===== src/hw/crtc_defines.svh =====
`ifndef CRTC_DEFINES_SVH
`define CRTC_DEFINES_SVH
// ==========================================================
// Register offsets (byte addresses on APB)
`define OFS_CTRL      8'h00
`define OFS_TOP_PTR   8'h04
`define OFS_HTIM      8'h08
`define OFS_VTIM      8'h0C
`define OFS_STATUS    8'h10
// ==========================================================
// Field positions
`define CTRL_RUN_BIT  0
`define RCB_REDEF_BIT 31
`define RCB_ATTR_BIT  30
`define ATTR_BLINK_BIT 7
// ==========================================================
// Reset values
`define HTIM_RST      24'h0F0C50
`define VTIM_RST      13'h030B
`define TOP_PTR_RST   32'h0000_0000
// ==========================================================
// Sizes and counts
`define ROW_CHARS     7'h40
`define NUM_BUFS      2'h3
`define FIFO_DEPTH    8
`define BLOCK_WORDS   2'h3
`endif


===== src/hw/crtc_pkg.sv =====
package crtc_pkg;
  typedef enum logic [2:0] {
    F_IDLE    = 3'b000,
    F_FRAME   = 3'b001,
    F_RCB     = 3'b010,
    F_WAITBUF = 3'b011,
    F_CHAR    = 3'b100,
    F_ATTR    = 3'b101,
    F_SETTLE  = 3'b110,
    F_ENDCHN  = 3'b111
  } fetch_st_t;

  typedef enum logic [1:0] {
    D_IDLE = 2'b00,
    D_WAIT = 2'b01,
    D_ROW  = 2'b10,
    D_VRET = 2'b11
  } disp_st_t;

  typedef struct packed {
    logic [1:0] buf_id;
    logic       is_attr;
    logic [5:0] idx;
    logic [7:0] data;
  } fifo_word_t;

  typedef struct packed {
    logic [9:0] row_attr;
    logic [6:0] vis;
    logic [6:0] hid;
    logic       attr_inv;
    logic       last;
  } row_meta_t;

  typedef struct packed {
    logic        req;
    logic [31:0] addr;
  } mem_req_t;

  typedef struct packed {
    logic       hsync;
    logic       vsync;
    logic       blank;
    logic       cursor;
    logic [7:0] char_attr;
    logic [9:0] row_attr;
    logic [4:0] scan_line_index;
    logic [7:0] glyph_code_out;
  } video_out_t;
endpackage


===== src/hw/crtc_row_display.sv =====
// Chosen here: the register offsets and the APB interface to the registers.
`timescale 1ns/1ps
`include "crtc_defines.svh"

// ==========================================================
// Data FIFO
module row_fifo #(
  parameter int WIDTH = 17,
  parameter int DEPTH = 8
) (
  input  wire logic             sys_clk,
  input  wire logic             arst_n,
  input  wire logic             in_valid,
  output logic                  in_ready,
  input  wire logic [WIDTH-1:0] in_data,
  output logic                  out_valid,
  input  wire logic             out_ready,
  output logic      [WIDTH-1:0] out_data
);
  localparam int AW = $clog2(DEPTH);
  logic [WIDTH-1:0] mem [0:DEPTH-1];
  logic [AW:0]      wr_ptr;
  logic [AW:0]      rd_ptr;
  logic             full;
  logic             empty;

  assign empty     = (wr_ptr == rd_ptr);
  assign full      = (wr_ptr[AW] != rd_ptr[AW]) && (wr_ptr[AW-1:0] == rd_ptr[AW-1:0]);
  assign in_ready  = !full;
  assign out_valid = !empty;
  assign out_data  = mem[rd_ptr[AW-1:0]];

  always_ff @(posedge sys_clk or negedge arst_n)
  begin
    if (!arst_n)
    begin
      wr_ptr <= '0;
      rd_ptr <= '0;
    end
    else
    begin
      if (in_valid && !full)
        wr_ptr <= wr_ptr + 1'b1;
      if (out_ready && !empty)
        rd_ptr <= rd_ptr + 1'b1;
    end
  end

  always_ff @(posedge sys_clk)
  begin
    if (in_valid && !full)
      mem[wr_ptr[AW-1:0]] <= in_data;
  end
endmodule

// ==========================================================
// Row buffer display controller
module crtc_row_display (
  input  wire logic                  sys_clk,
  input  wire logic                  arst_n,
  input  wire logic                  psel,
  input  wire logic                  penable,
  input  wire logic                  pwrite,
  input  wire logic [7:0]            paddr,
  input  wire logic [31:0]           pwdata,
  output logic      [31:0]           prdata,
  output logic                       pready,
  output logic                       pslverr,
  output crtc_pkg::mem_req_t         mem,
  input  wire logic                  mem_ack,
  input  wire logic [31:0]           mem_rdata,
  output crtc_pkg::video_out_t       video
);
  import crtc_pkg::*;

  typedef struct packed {
    logic        act;
    logic        inact;
    logic        retrace;
    logic        hsync;
    logic        vsync;
    logic        cursor;
    logic        attr_inv;
    logic        blink_on;
    logic [4:0]  line;
    logic [9:0]  rattr;
  } stage_t;

  typedef struct packed {
    logic          run;
    logic [2:0]    cfg;
    logic [31:0]   top_ptr;
    logic [23:0]   htim;
    logic [12:0]   vtim;
    logic [31:0]   prdata;
    logic          pready;
    logic          pslverr;
    fetch_st_t     fst;
    logic [31:0]   fptr;
    logic [1:0]    wcnt;
    logic [31:0]   rcb_next;
    logic [31:0]   cptr;
    logic [31:0]   aptr;
    logic [31:0]   rcb_ctl;
    logic [5:0]    idx;
    logic [1:0]    fill_buf;
    logic [3:0]    scroll;
    logic [3:0]    cb_rate;
    logic [3:0]    cb_duty;
    logic [3:0]    kb_rate;
    logic [3:0]    kb_duty;
    logic [6:0]    cur_x;
    logic [7:0]    cur_y;
    logic [7:0]    fill;
    logic [9:0]    cur_rattr;
    logic [2:0]    valid;
    row_meta_t [2:0] meta;
    mem_req_t      mem;
    disp_st_t      dst;
    logic [1:0]    disp_buf;
    logic [7:0]    h;
    logic [4:0]    line;
    logic [4:0]    vline;
    logic [7:0]    row_no;
    logic [3:0]    cb_cnt;
    logic [3:0]    kb_cnt;
    stage_t        s1;
    video_out_t    video;
  } state_t;

  state_t     s;
  state_t     next_s;
  fifo_word_t fifo_in;
  fifo_word_t fifo_out;
  logic       fifo_in_valid;
  logic       fifo_in_ready;
  logic       fifo_out_valid;
  logic       fifo_out_ready;
  logic [7:0] char_mem [0:191];
  logic [7:0] attr_mem [0:191];
  logic [7:0] rd_char;
  logic [7:0] rd_attr;
  logic [7:0] rd_idx;
  logic       apb_wr;
  logic       mem_done;
  logic       showing;
  logic [6:0] vis_clamp;
  logic [7:0] act_len;
  logic [1:0] buf_inc;
  logic [1:0] fill_inc;
  row_meta_t  dmeta;

  assign prdata  = s.prdata;
  assign pready  = s.pready;
  assign pslverr = s.pslverr;
  assign mem     = s.mem;
  assign video   = s.video;

  // ========================================================
  // Data path FIFO between DMA and row buffers
  assign fifo_in_valid  = mem_done && (s.fst == F_CHAR || s.fst == F_ATTR);
  assign fifo_in.buf_id  = s.fill_buf;
  assign fifo_in.is_attr = (s.fst == F_ATTR);
  assign fifo_in.idx     = s.idx;
  assign fifo_in.data    = mem_rdata[7:0];
  // Drain stalls rather than touch the buffer on screen
  assign fifo_out_ready = !(showing && fifo_out.buf_id == s.disp_buf);

  row_fifo #(
    .WIDTH ($bits(fifo_word_t)),
    .DEPTH (`FIFO_DEPTH)
  ) u_fifo (
    .sys_clk   (sys_clk),
    .arst_n    (arst_n),
    .in_valid  (fifo_in_valid),
    .in_ready  (fifo_in_ready),
    .in_data   (fifo_in),
    .out_valid (fifo_out_valid),
    .out_ready (fifo_out_ready),
    .out_data  (fifo_out)
  );

  // ========================================================
  // Row buffer storage
  assign rd_idx = {s.disp_buf, s.h[5:0]};

  always_ff @(posedge sys_clk)
  begin
    if (fifo_out_valid && fifo_out_ready)
    begin
      if (fifo_out.is_attr)
        attr_mem[{fifo_out.buf_id, fifo_out.idx}] <= fifo_out.data;
      else
        char_mem[{fifo_out.buf_id, fifo_out.idx}] <= fifo_out.data;
    end
    rd_char <= char_mem[rd_idx];
    rd_attr <= attr_mem[rd_idx];
  end

  // ========================================================
  // Next state
  always_comb
  begin
    next_s    = s;
    apb_wr    = psel && penable && s.pready && pwrite;
    mem_done  = s.mem.req && mem_ack;
    showing   = (s.dst == D_ROW);
    vis_clamp = (s.rcb_ctl[6:0] > `ROW_CHARS) ? `ROW_CHARS : s.rcb_ctl[6:0];
    dmeta     = s.meta[s.disp_buf];
    act_len   = {1'b0, dmeta.vis} + {1'b0, dmeta.hid};
    buf_inc   = (s.disp_buf == `NUM_BUFS - 2'h1) ? 2'h0 : s.disp_buf + 2'h1;
    fill_inc  = (s.fill_buf == `NUM_BUFS - 2'h1) ? 2'h0 : s.fill_buf + 2'h1;

    // APB: answer in the first access cycle
    next_s.pready  = psel && !penable;
    next_s.pslverr = 1'b0;
    if (psel && !penable)
    begin
      next_s.prdata = 32'h0000_0000;
      unique case (paddr)
        `OFS_CTRL:    next_s.prdata = {31'h0000_0000, s.run};
        `OFS_TOP_PTR: next_s.prdata = s.top_ptr;
        `OFS_HTIM:    next_s.prdata = {8'h00, s.htim};
        `OFS_VTIM:    next_s.prdata = {19'h00000, s.vtim};
        `OFS_STATUS:  next_s.prdata = {s.row_no, 4'h0, s.scroll, s.fill_buf, s.disp_buf,
                                       1'b0, s.valid, 2'h0, s.dst, 1'b0, s.fst};
        default:      next_s.pslverr = 1'b1;
      endcase
    end
    if (apb_wr)
    begin
      unique case (paddr)
        `OFS_CTRL:
        begin
          // Start is refused until every setup register was written
          next_s.run = pwdata[`CTRL_RUN_BIT] && (s.cfg == 3'h7);
        end
        `OFS_TOP_PTR:
        begin
          next_s.top_ptr = pwdata;
          next_s.cfg[0]  = 1'b1;
        end
        `OFS_HTIM:
        begin
          next_s.htim   = pwdata[23:0];
          next_s.cfg[1] = 1'b1;
        end
        `OFS_VTIM:
        begin
          next_s.vtim   = pwdata[12:0];
          next_s.cfg[2] = 1'b1;
        end
        default:
        begin
        end
      endcase
    end

    // ======================================================
    // Fetch sequencer
    unique case (s.fst)
      F_IDLE:
      begin
        if (s.run)
        begin
          next_s.fptr = s.top_ptr;
          next_s.wcnt = 2'h0;
          next_s.fst  = F_FRAME;
        end
      end
      F_FRAME, F_RCB:
      begin
        if (!s.mem.req)
        begin
          next_s.mem.req  = 1'b1;
          next_s.mem.addr = s.fptr + {28'h0000000, s.wcnt, 2'b00};
        end
        if (mem_done)
        begin
          next_s.mem.req = 1'b0;
          next_s.wcnt    = s.wcnt + 2'h1;
          if (s.fst == F_FRAME)
          begin
            unique case (s.wcnt)
              2'h0: next_s.rcb_next = mem_rdata;
              2'h1:
              begin
                next_s.scroll  = mem_rdata[3:0];
                next_s.cb_rate = mem_rdata[7:4];
                next_s.cb_duty = mem_rdata[11:8];
                next_s.kb_rate = mem_rdata[15:12];
                next_s.kb_duty = mem_rdata[19:16];
              end
              2'h2:
              begin
                next_s.cur_x = mem_rdata[6:0];
                next_s.cur_y = mem_rdata[15:8];
              end
              2'h3: next_s.fill = mem_rdata[7:0];
            endcase
          end
          else
          begin
            unique case (s.wcnt)
              2'h0: next_s.rcb_next = mem_rdata;
              2'h1: next_s.cptr     = mem_rdata;
              2'h2: next_s.aptr     = mem_rdata;
              2'h3: next_s.rcb_ctl  = mem_rdata;
            endcase
          end
          if (s.wcnt == `BLOCK_WORDS)
          begin
            next_s.wcnt = 2'h0;
            if (s.fst == F_FRAME)
            begin
              next_s.fptr = s.rcb_next;
              next_s.fst  = (s.rcb_next == 32'h0000_0000) ? F_ENDCHN : F_RCB;
            end
            else
            begin
              if (mem_rdata[`RCB_REDEF_BIT])
                next_s.cur_rattr = mem_rdata[25:16];
              next_s.fst = F_WAITBUF;
            end
          end
        end
      end
      F_WAITBUF:
      begin
        // Target buffer must be empty and off screen before filling
        if (!s.valid[s.fill_buf] && !(showing && s.disp_buf == s.fill_buf))
        begin
          next_s.idx = 6'h00;
          next_s.fst = (vis_clamp == 7'h00) ? F_SETTLE : F_CHAR;
        end
      end
      F_CHAR, F_ATTR:
      begin
        // One word in flight, issued only with FIFO room
        if (!s.mem.req && fifo_in_ready)
        begin
          next_s.mem.req  = 1'b1;
          next_s.mem.addr = ((s.fst == F_CHAR) ? s.cptr : s.aptr) + {24'h000000, s.idx, 2'b00};
        end
        if (mem_done)
        begin
          next_s.mem.req = 1'b0;
          next_s.idx     = s.idx + 6'h01;
          if ({1'b0, s.idx} == vis_clamp - 7'h01)
          begin
            next_s.idx = 6'h00;
            if (s.fst == F_CHAR && s.rcb_ctl[`RCB_ATTR_BIT])
              next_s.fst = F_ATTR;
            else
              next_s.fst = F_SETTLE;
          end
        end
      end
      F_SETTLE:
      begin
        // Buffer counts as loaded only once the FIFO has drained into it
        if (!fifo_out_valid)
        begin
          next_s.valid[s.fill_buf]         = 1'b1;
          next_s.meta[s.fill_buf].row_attr = s.rcb_ctl[`RCB_REDEF_BIT] ?
                                             s.rcb_ctl[25:16] : s.cur_rattr;
          next_s.meta[s.fill_buf].vis      = vis_clamp;
          next_s.meta[s.fill_buf].hid      = s.rcb_ctl[14:8];
          next_s.meta[s.fill_buf].attr_inv = s.rcb_ctl[`RCB_ATTR_BIT];
          next_s.meta[s.fill_buf].last     = (s.rcb_next == 32'h0000_0000);
          next_s.fill_buf                  = fill_inc;
          next_s.fptr                      = s.rcb_next;
          next_s.fst = (s.rcb_next == 32'h0000_0000) ? F_ENDCHN : F_RCB;
        end
      end
      F_ENDCHN:
      begin
        // Frame block is fetched anew for every frame
        if (s.dst == D_VRET || s.dst == D_IDLE)
        begin
          next_s.fptr = s.top_ptr;
          next_s.fst  = F_FRAME;
        end
      end
    endcase

    // ======================================================
    // Display timing
    next_s.s1.act      = showing;
    next_s.s1.inact    = showing && (s.h < {1'b0, dmeta.vis});
    next_s.s1.retrace  = showing && (s.h >= act_len);
    next_s.s1.hsync    = (showing || s.dst == D_VRET) &&
                         (s.h >= s.htim[15:8]) && (s.h < s.htim[23:16]);
    next_s.s1.vsync    = (s.dst == D_VRET);
    next_s.s1.cursor   = showing && (s.row_no == s.cur_y) && (s.h == {1'b0, s.cur_x}) &&
                         (s.kb_cnt >= s.kb_duty);
    next_s.s1.attr_inv = dmeta.attr_inv;
    next_s.s1.blink_on = (s.cb_cnt >= s.cb_duty);
    next_s.s1.line     = s.line;
    next_s.s1.rattr    = dmeta.row_attr;

    unique case (s.dst)
      D_IDLE, D_WAIT:
      begin
        // Start only on a loaded buffer
        if (s.run && s.valid[s.disp_buf])
        begin
          next_s.dst  = D_ROW;
          next_s.h    = 8'h00;
          next_s.line = 5'h00;
        end
      end
      D_ROW:
      begin
        next_s.h = s.h + 8'h01;
        if (s.h == s.htim[7:0])
        begin
          next_s.h = 8'h00;
          if (s.line == s.vtim[4:0])
          begin
            next_s.line              = 5'h00;
            next_s.valid[s.disp_buf] = 1'b0;
            next_s.disp_buf          = buf_inc;
            next_s.row_no            = s.row_no + 8'h01;
            if (dmeta.last)
            begin
              next_s.dst   = D_VRET;
              next_s.vline = 5'h00;
            end
            else if (!s.valid[buf_inc])
              next_s.dst = D_WAIT;
          end
          else
            next_s.line = s.line + 5'h01;
        end
      end
      D_VRET:
      begin
        next_s.h = s.h + 8'h01;
        if (s.h == s.htim[7:0])
        begin
          next_s.h     = 8'h00;
          next_s.vline = s.vline + 5'h01;
          if (s.vline == s.vtim[12:8])
          begin
            next_s.dst    = D_WAIT;
            next_s.row_no = 8'h00;
            next_s.cb_cnt = (s.cb_cnt >= s.cb_rate) ? 4'h0 : s.cb_cnt + 4'h1;
            next_s.kb_cnt = (s.kb_cnt >= s.kb_rate) ? 4'h0 : s.kb_cnt + 4'h1;
          end
        end
      end
    endcase

    // ======================================================
    // Output stage, one cycle behind the buffer read
    next_s.video.hsync           = s.s1.hsync;
    next_s.video.vsync           = s.s1.vsync;
    next_s.video.blank           = !s.s1.inact;
    next_s.video.cursor          = s.s1.cursor;
    next_s.video.scan_line_index = s.s1.line;
    next_s.video.row_attr        = s.s1.retrace ? s.s1.rattr : 10'h000;
    next_s.video.char_attr       = (s.s1.inact && s.s1.attr_inv) ? rd_attr : 8'h00;
    // Blink-off and hidden positions show the fill code
    if (s.s1.inact && !(s.s1.attr_inv && rd_attr[`ATTR_BLINK_BIT] && !s.s1.blink_on))
      next_s.video.glyph_code_out = rd_char;
    else
      next_s.video.glyph_code_out = s.fill;

    // Stop returns both sequencers, the memory request and the row buffers to idle
    if (!s.run)
    begin
      next_s.fst      = F_IDLE;
      next_s.dst      = D_IDLE;
      next_s.mem.req  = 1'b0;
      next_s.valid    = 3'h0;
      next_s.fill_buf = 2'h0;
      next_s.disp_buf = 2'h0;
      next_s.row_no   = 8'h00;
    end
  end

  // ========================================================
  // State register
  always_ff @(posedge sys_clk or negedge arst_n)
  begin
    if (!arst_n)
    begin
      s         <= '0;
      s.htim    <= `HTIM_RST;
      s.vtim    <= `VTIM_RST;
      s.top_ptr <= `TOP_PTR_RST;
      s.fst     <= F_IDLE;
      s.dst     <= D_IDLE;
      s.video.blank <= 1'b1;
    end
    else
      s <= next_s;
  end
endmodule


===== config.mk =====
export PLATFORM = sky130hd
export DESIGN_NAME = crtc_row_display
export DESIGN_NICKNAME = d
export VERILOG_FILES = /design/src/hw/crtc_pkg.sv /design/src/hw/crtc_row_display.sv
export VERILOG_INCLUDE_DIRS = /design/src /design/src/hw
export SDC_FILE = /design/constraint.sdc
export NUM_CORES = 2
export LEC_CHECK = 0
export BUFFER_PORTS_ARGS = -buffer_cell sky130_fd_sc_hd__buf_2
export CAP_MARGIN = 20
export CORE_AREA = 8 8 539 541
export CTS_CLUSTER_SIZE = 8
export DETAILED_ROUTE_END_ITERATION = 6
export DIE_AREA = 0 0 547 549
export PLACE_DENSITY = 0.75
export REMOVE_ABC_BUFFERS = 1
export SLEW_MARGIN = 20
export SYNTH_ARGS = -nofsm -noshare
export SYNTH_HDL_FRONTEND = slang
export SYNTH_HIERARCHICAL = 1
export SYNTH_SLANG_ARGS = --single-unit

===== constraint.sdc =====
create_clock -name sys_clk -period 14.2 [get_ports sys_clk]
set_clock_uncertainty 0.05 [all_clocks]
set_input_delay 2.84 -clock sys_clk [delete_from_list [all_inputs] [get_ports sys_clk]]
set_output_delay 2.84 -clock sys_clk [all_outputs]
set_load 0.01 [all_outputs]

Word level (Yosys, flattened, before mapping)
Memory sizes are Yosys's and may differ from the RTL's. A register that Yosys moved wholly into a read port is not among the register bits. Cells that the tools add are included.

Output and inout bits: 102. Register bits: 550. Bits in writable memories: 3208. Memories kept: 3.

Bitwise logic cells: 4. Order comparisons: 14. Add/subtract/negate cells: 16. Mux-type cells: 110. Equality and inequality tests: 67. Reduce and logical (&&, ||, !) cells: 84.

Memories: attr_mem (words 192, width 8, read ports 1, clocked after memory_dff 1, write ports 1, line crtc_row_display.sv:140) `logic [7:0] attr_mem [0:191];`; char_mem (words 192, width 8, read ports 1, clocked after memory_dff 1, write ports 1, line crtc_row_display.sv:139) `logic [7:0] char_mem [0:191];`; u_fifo.mem (words 8, width 17, read ports 1, clocked after memory_dff 0, write ports 1, line crtc_row_display.sv:21) `logic [WIDTH-1:0] mem [0:DEPTH-1];`.

Operators by type and width (number): bitwise mux 78 bit (5); demux 26 bit (select 2 bit) (5); two-way mux 32 bit (7); two-way mux 165 bit (1); two-way mux 81 bit (2); case mux 32 bit (5 select lines) (1); case mux 32 bit (4 select lines) (1); two-way mux 96 bit (1); two-way mux 37 bit (2); two-way mux 35 bit (2); case mux 33 bit (2 select lines) (1); binary-select mux 26 bit (select 2 bit) (1); two-way mux 26 bit (2); two-way mux 33 bit (1); adder 32 x 4 -> 32 bit (1); adder 32 x 8 -> 32 bit (1); logical NOT 32 bit (1); two-way mux 16 bit (2); two-way mux 8 bit (4); two-way mux 3 bit (10); two-way mux 30 bit (1); logical AND 1 bit (29); two-way mux 2 bit (14); two-way mux 13 bit (2); 73 further kinds (198).

Depth between registers and ports, before layout
Word-level depth: 16. Gate-level depth with buffers: 20. Mapped depth without buffers: 17.

Hierarchy
Netlist, hierarchy kept.

By module, submodules not included: crtc_row_display (area an instance 145365.7 um2, instances 1, cells an instance 7815); row_fifo (area an instance 5804.3 um2, instances 1, cells an instance 257).

Worst setup path before layout
No wires, ideal clock.

Kind: in2reg. From: input mem_ack. To: memory u_fifo.mem[4][0], enable pin. Stages: 4. Setup slack: 8.762 ns. Arrival: 4.953 ns. Data required time: 13.715 ns. Cells stage by stage: nand2_1 -> nor2_1 -> nand2_1 -> nor4_1.

Longest elaborated chain between the ends: 5.

RTL lines: start: declaration (line crtc_row_display.sv:70) `input wire logic mem_ack,`; logical AND 1 bit (line crtc_row_display.sv:206) `mem_done = s.mem.req && mem_ack;`; logical AND 1 bit (line crtc_row_display.sv:161) `assign fifo_in_valid = mem_done && (s.fst == F_CHAR || s.fst == F_ATTR);`; via fifo_in_valid (line crtc_row_display.sv:135) `logic fifo_in_valid;`; logical AND 1 bit (line crtc_row_display.sv:51) `if (in_valid && !full)`; two-way mux 1 bit (line crtc_row_display.sv:51); two-way mux 1 bit (implied by the code) (line crtc_row_display.sv:52) `mem[wr_ptr[AW-1:0]] <= in_data;`; end: declaration (line crtc_row_display.sv:21).

The timed path passes the listed nets, and every way through them passes these cells.

==> metrics.md <==
| Metric | Value |
|---|---|
| Initial antenna violation count | 40 |
| GRT overflow | 0 |
| RSZ-0062 raised after global routing | no |
| Clk pwr share | 35.3% |
| Worst r2r dst | rd_attr[6] |
| Vias/cell | 6.722 |
| Final Power | 0.03312 W |
| Setup crit start | rd_idx[0] |
| Switch share | 29.41% |
| CTS H-Tree Depth | 6 |
| Largest cells by area after synthesis | edfxtp_1, mux4_2, dfrtp_1, mux2_2, nor2_1 |
| Final hold vios | 0 |
| Final Max Tran Viols | 0 |
| Final setup viols | 0 |
| Via count | 83013 |
| Logic pwr share | 19.0% |
| Register area | ~0.11 mm2 |
| Die ar. | 0.3003 mm2 |
| Setup TNS | 0 ns |
| Sequential Power Share | between 40% and 50% |
| Synth top area share | 63.72% |
| Min cycle time layout | 5.569 ns |
| # hold bufs at CTS | 0 |
| Mapped Area | between 0.15 and 0.2 mm2 |
| Max_cap viols | 0 |
| Finished Cell Area | approximately 0.17 mm2 |
| DRC Markers | 5 |
| Power density over the cells | a little under 200 mW/mm2 |
| Slew HR | roughly 17% |
| Worst hold start | next_s[33] |
| Worst-Margin Slew | between 1 and 1.5 ns |
| Clock Sinks | 3768 |
| Starting Density | 53.74% |
| Dpl hpwl | between 200 and 250 mm |
| Reg2reg path depth | 8 |
| Die height | roughly 550 um |
| Top FF cell, synth | edfxtp_1 |
| Drt pass-1 iters | 7 |
| Placed inst area | between 0.15 and 0.2 mm2 |
| Pint | 0.02338 W |
| Net Switching | 0.009739 W |
| Startpoint types | flop |
| CTS buffer count | around 550 |
| Critical path peak fanout | 73 |
| Asr flop ratio synth | 14.44% |
| Outcome | complete, but fails checks |
| Port buffer count | 179 |
| Cell variety after synth | 83 |
| Post-synth EDFFs | around 3200 |
| Dominant cell type by area after synthesis | edfxtp_1 |
| Fmax | 179.6 MHz |
| Final Cycle Share | 39.22% |
| Hold Worst Slack | slightly above 0.3 ns |
| Crit path to | rd_attr[6] |
| Failing checks | design-rule violations |
| IO Pins | 180 |
| Crit path capture type | flop |
| Final Core Density | 60.67% |
| Register area share after synthesis | 72.95% |
| Root Buffer | clkbuf_16 |
| Rows | 195 |
| Post-Route WL | 414.2 mm |
| FF-to-FF Start | rd_idx[0] |
| GP Congestion | 0.8931 |
| Worst Hold Class | reg -> reg |
| Routed Antenna Nets | 0 |
| Area grow syn2layout | 12.90% |
| Gr usage total | a little over a quarter |
| Post-CTS Setup Inserts | 0 |
| CORE AREA | approximately 0.28 mm2 |
| Static Leakage | 57.16 nW |
| First-pass GRT wire length | 593.6 mm |
| Mean Syn Cell Area | around 19 um2 |
| Layout cells sized above 1 | 25.01% |
| Fillers | 18836 |
| Final net count | around 8600 |
| 1st-iter DRT viols | between 10000 and 15000 |
| Cts repair resizes | 0 |
| Reg-to-reg slack, setup | 8.63 ns |
| WP data arrival | ~6.4 ns |
| Vias in the first global route | roughly 84000 |
| YS warnings | 6 |
| Worst skew pair latency | 0.96 ns |
| Crit path required time | 14.99 ns |
| Synth Register Bits | 3768 |
| Mapped Cells | 8072 |
| CTS Buffer Depth | 4 |
| WS Path Type | reg -> reg |
| Chip Width | approximately 550 um |
| Routed WL per cell | 33.54 um |
| VDD IR max | about 0.28 mV |
| Area of the multi-input gates | 0.03793 mm2 |
| Pin count of the biggest net entering global routing | 249 |
| Worst-path clk slew | around 0.050 ns |
| CTS tree | done |
-- cells by family (layout without fill, tap and decap cells) --
family	count (synthesis)	count (layout)	synth area share, %
other	0	33	0
and+or+nand+nor	1362	1362	3.869
buffers and inverters	622	1123	2.173
AOI/OAI and AO/OA	776	776	3.337
adders and majority gates	81	81	0.6853
DFF	3768	3768	72.95
xor gates and xnor gates	115	115	0.6663
muxes	1348	1348	16.32
-- cell usage after synthesis, drive strengths merged (31+ instances only) --
master	count
edfxtp	3208
mux4	854
nor2	539
dfrtp	530
nand2	487
buf	333
mux2	294
o21ai	279
clkbuf	223
mux2i	200
a21oi	115
a22oi	80
ha	78
nand3	77
xor2	66
inv	64
xnor2	49
nor3	46
nand2b	40
a221oi	35
nor2b	35
o22ai	35
and3	31
-- per-layer routing --
layer	vias up	share of wire (%)	GRT usage (%)
met5	-	0.045	0
met4	30	5.5	13.36
met2	6348	46	41.65
met1	42701	35	35.65
li1	32760	-	-
met3	1174	13	7.828
-- cells in the final DEF (no fill, tap or decap), types with 63 or more instances in the layout --
| master | n |
|---|---|
| nand3_1 | 70 |
| edfxtp_1 | 3208 |
| clkbuf_16 | 570 |
| clkbuf_1 | 115 |
| inv_1 | 63 |
| buf_4 | 146 |
| mux2_2 | 286 |
| a22oi_1 | 80 |
| ha_1 | 78 |
| o21ai_0 | 273 |
| buf_2 | 178 |
| mux2i_1 | 200 |
| nand2_1 | 476 |
| a21oi_1 | 115 |
| nor2_1 | 532 |
| xor2_1 | 66 |
| dfrtp_1 | 521 |
| mux4_2 | 822 |
-- critical path, cell delays in order (launching register included) --
cell and delay, ns:
dfrtp_4 0.84, buf_12 0.53, buf_4 0.73, buf_4 0.77, mux4_2 0.61, mux4_2 0.50
a22oi_1 0.74, nand4_1 0.19, or2_1 0.28
-- flip-flops by register name, indices dropped and copies added, names as in the netlist, named ones only --
register	cells
attr_mem	1536
char_mem	1536
fifo_in	8
mem	33
next_s	13
prdata	32
pready	1
pslverr	1
rd_attr	8
rd_char	8
rd_idx	8
s	327
u_fifo/mem	136
u_fifo/rd_ptr	4
u_fifo/wr_ptr	4
video	35
-- area by class of cell --
cell class	instances	area share, %
flip-flops and latches	3768	64.64
multi-input cells	3682	22.22
clock buffers	686	8.619
well taps	3743	2.744
repair buffers	345	1.400
clock inverters	26	0.1804
inverters	66	0.1496
diodes	33	0.04839
-- metrics by stage --
step	cells	setup WS, ns
2_1_floorplan	7516	-21.39
3_3_place_gp	11599	7.824
3_5_place_dp	11600	7.761
4_1_cts	12312	8.533
5_1_grt	12320	8.347
6_report	12349	8.631
-- how the worst min path moves through the flow --
stage	depth (start not counted)	to
after floorplan	0	video[10]
after global placement	0	video[33]
after detailed placement	0	video[31]
after CTS	0	video[31]
after global routing	0	video[33]
final	0	video[33]
-- power by group through the flow --
stage	registers, W	logic [W]	clock network (W)
after floorplan	0.0158	0.00390	0
after global placement	0.0153	0.00575	0
after detailed placement	0.0153	0.00605	0
after CTS	0.0152	0.00610	0.0117
after global routing	0.0152	0.00651	0.0122
final	0.0152	0.00629	0.0117
No activity file was read; power rests on OpenSTA's default activity.
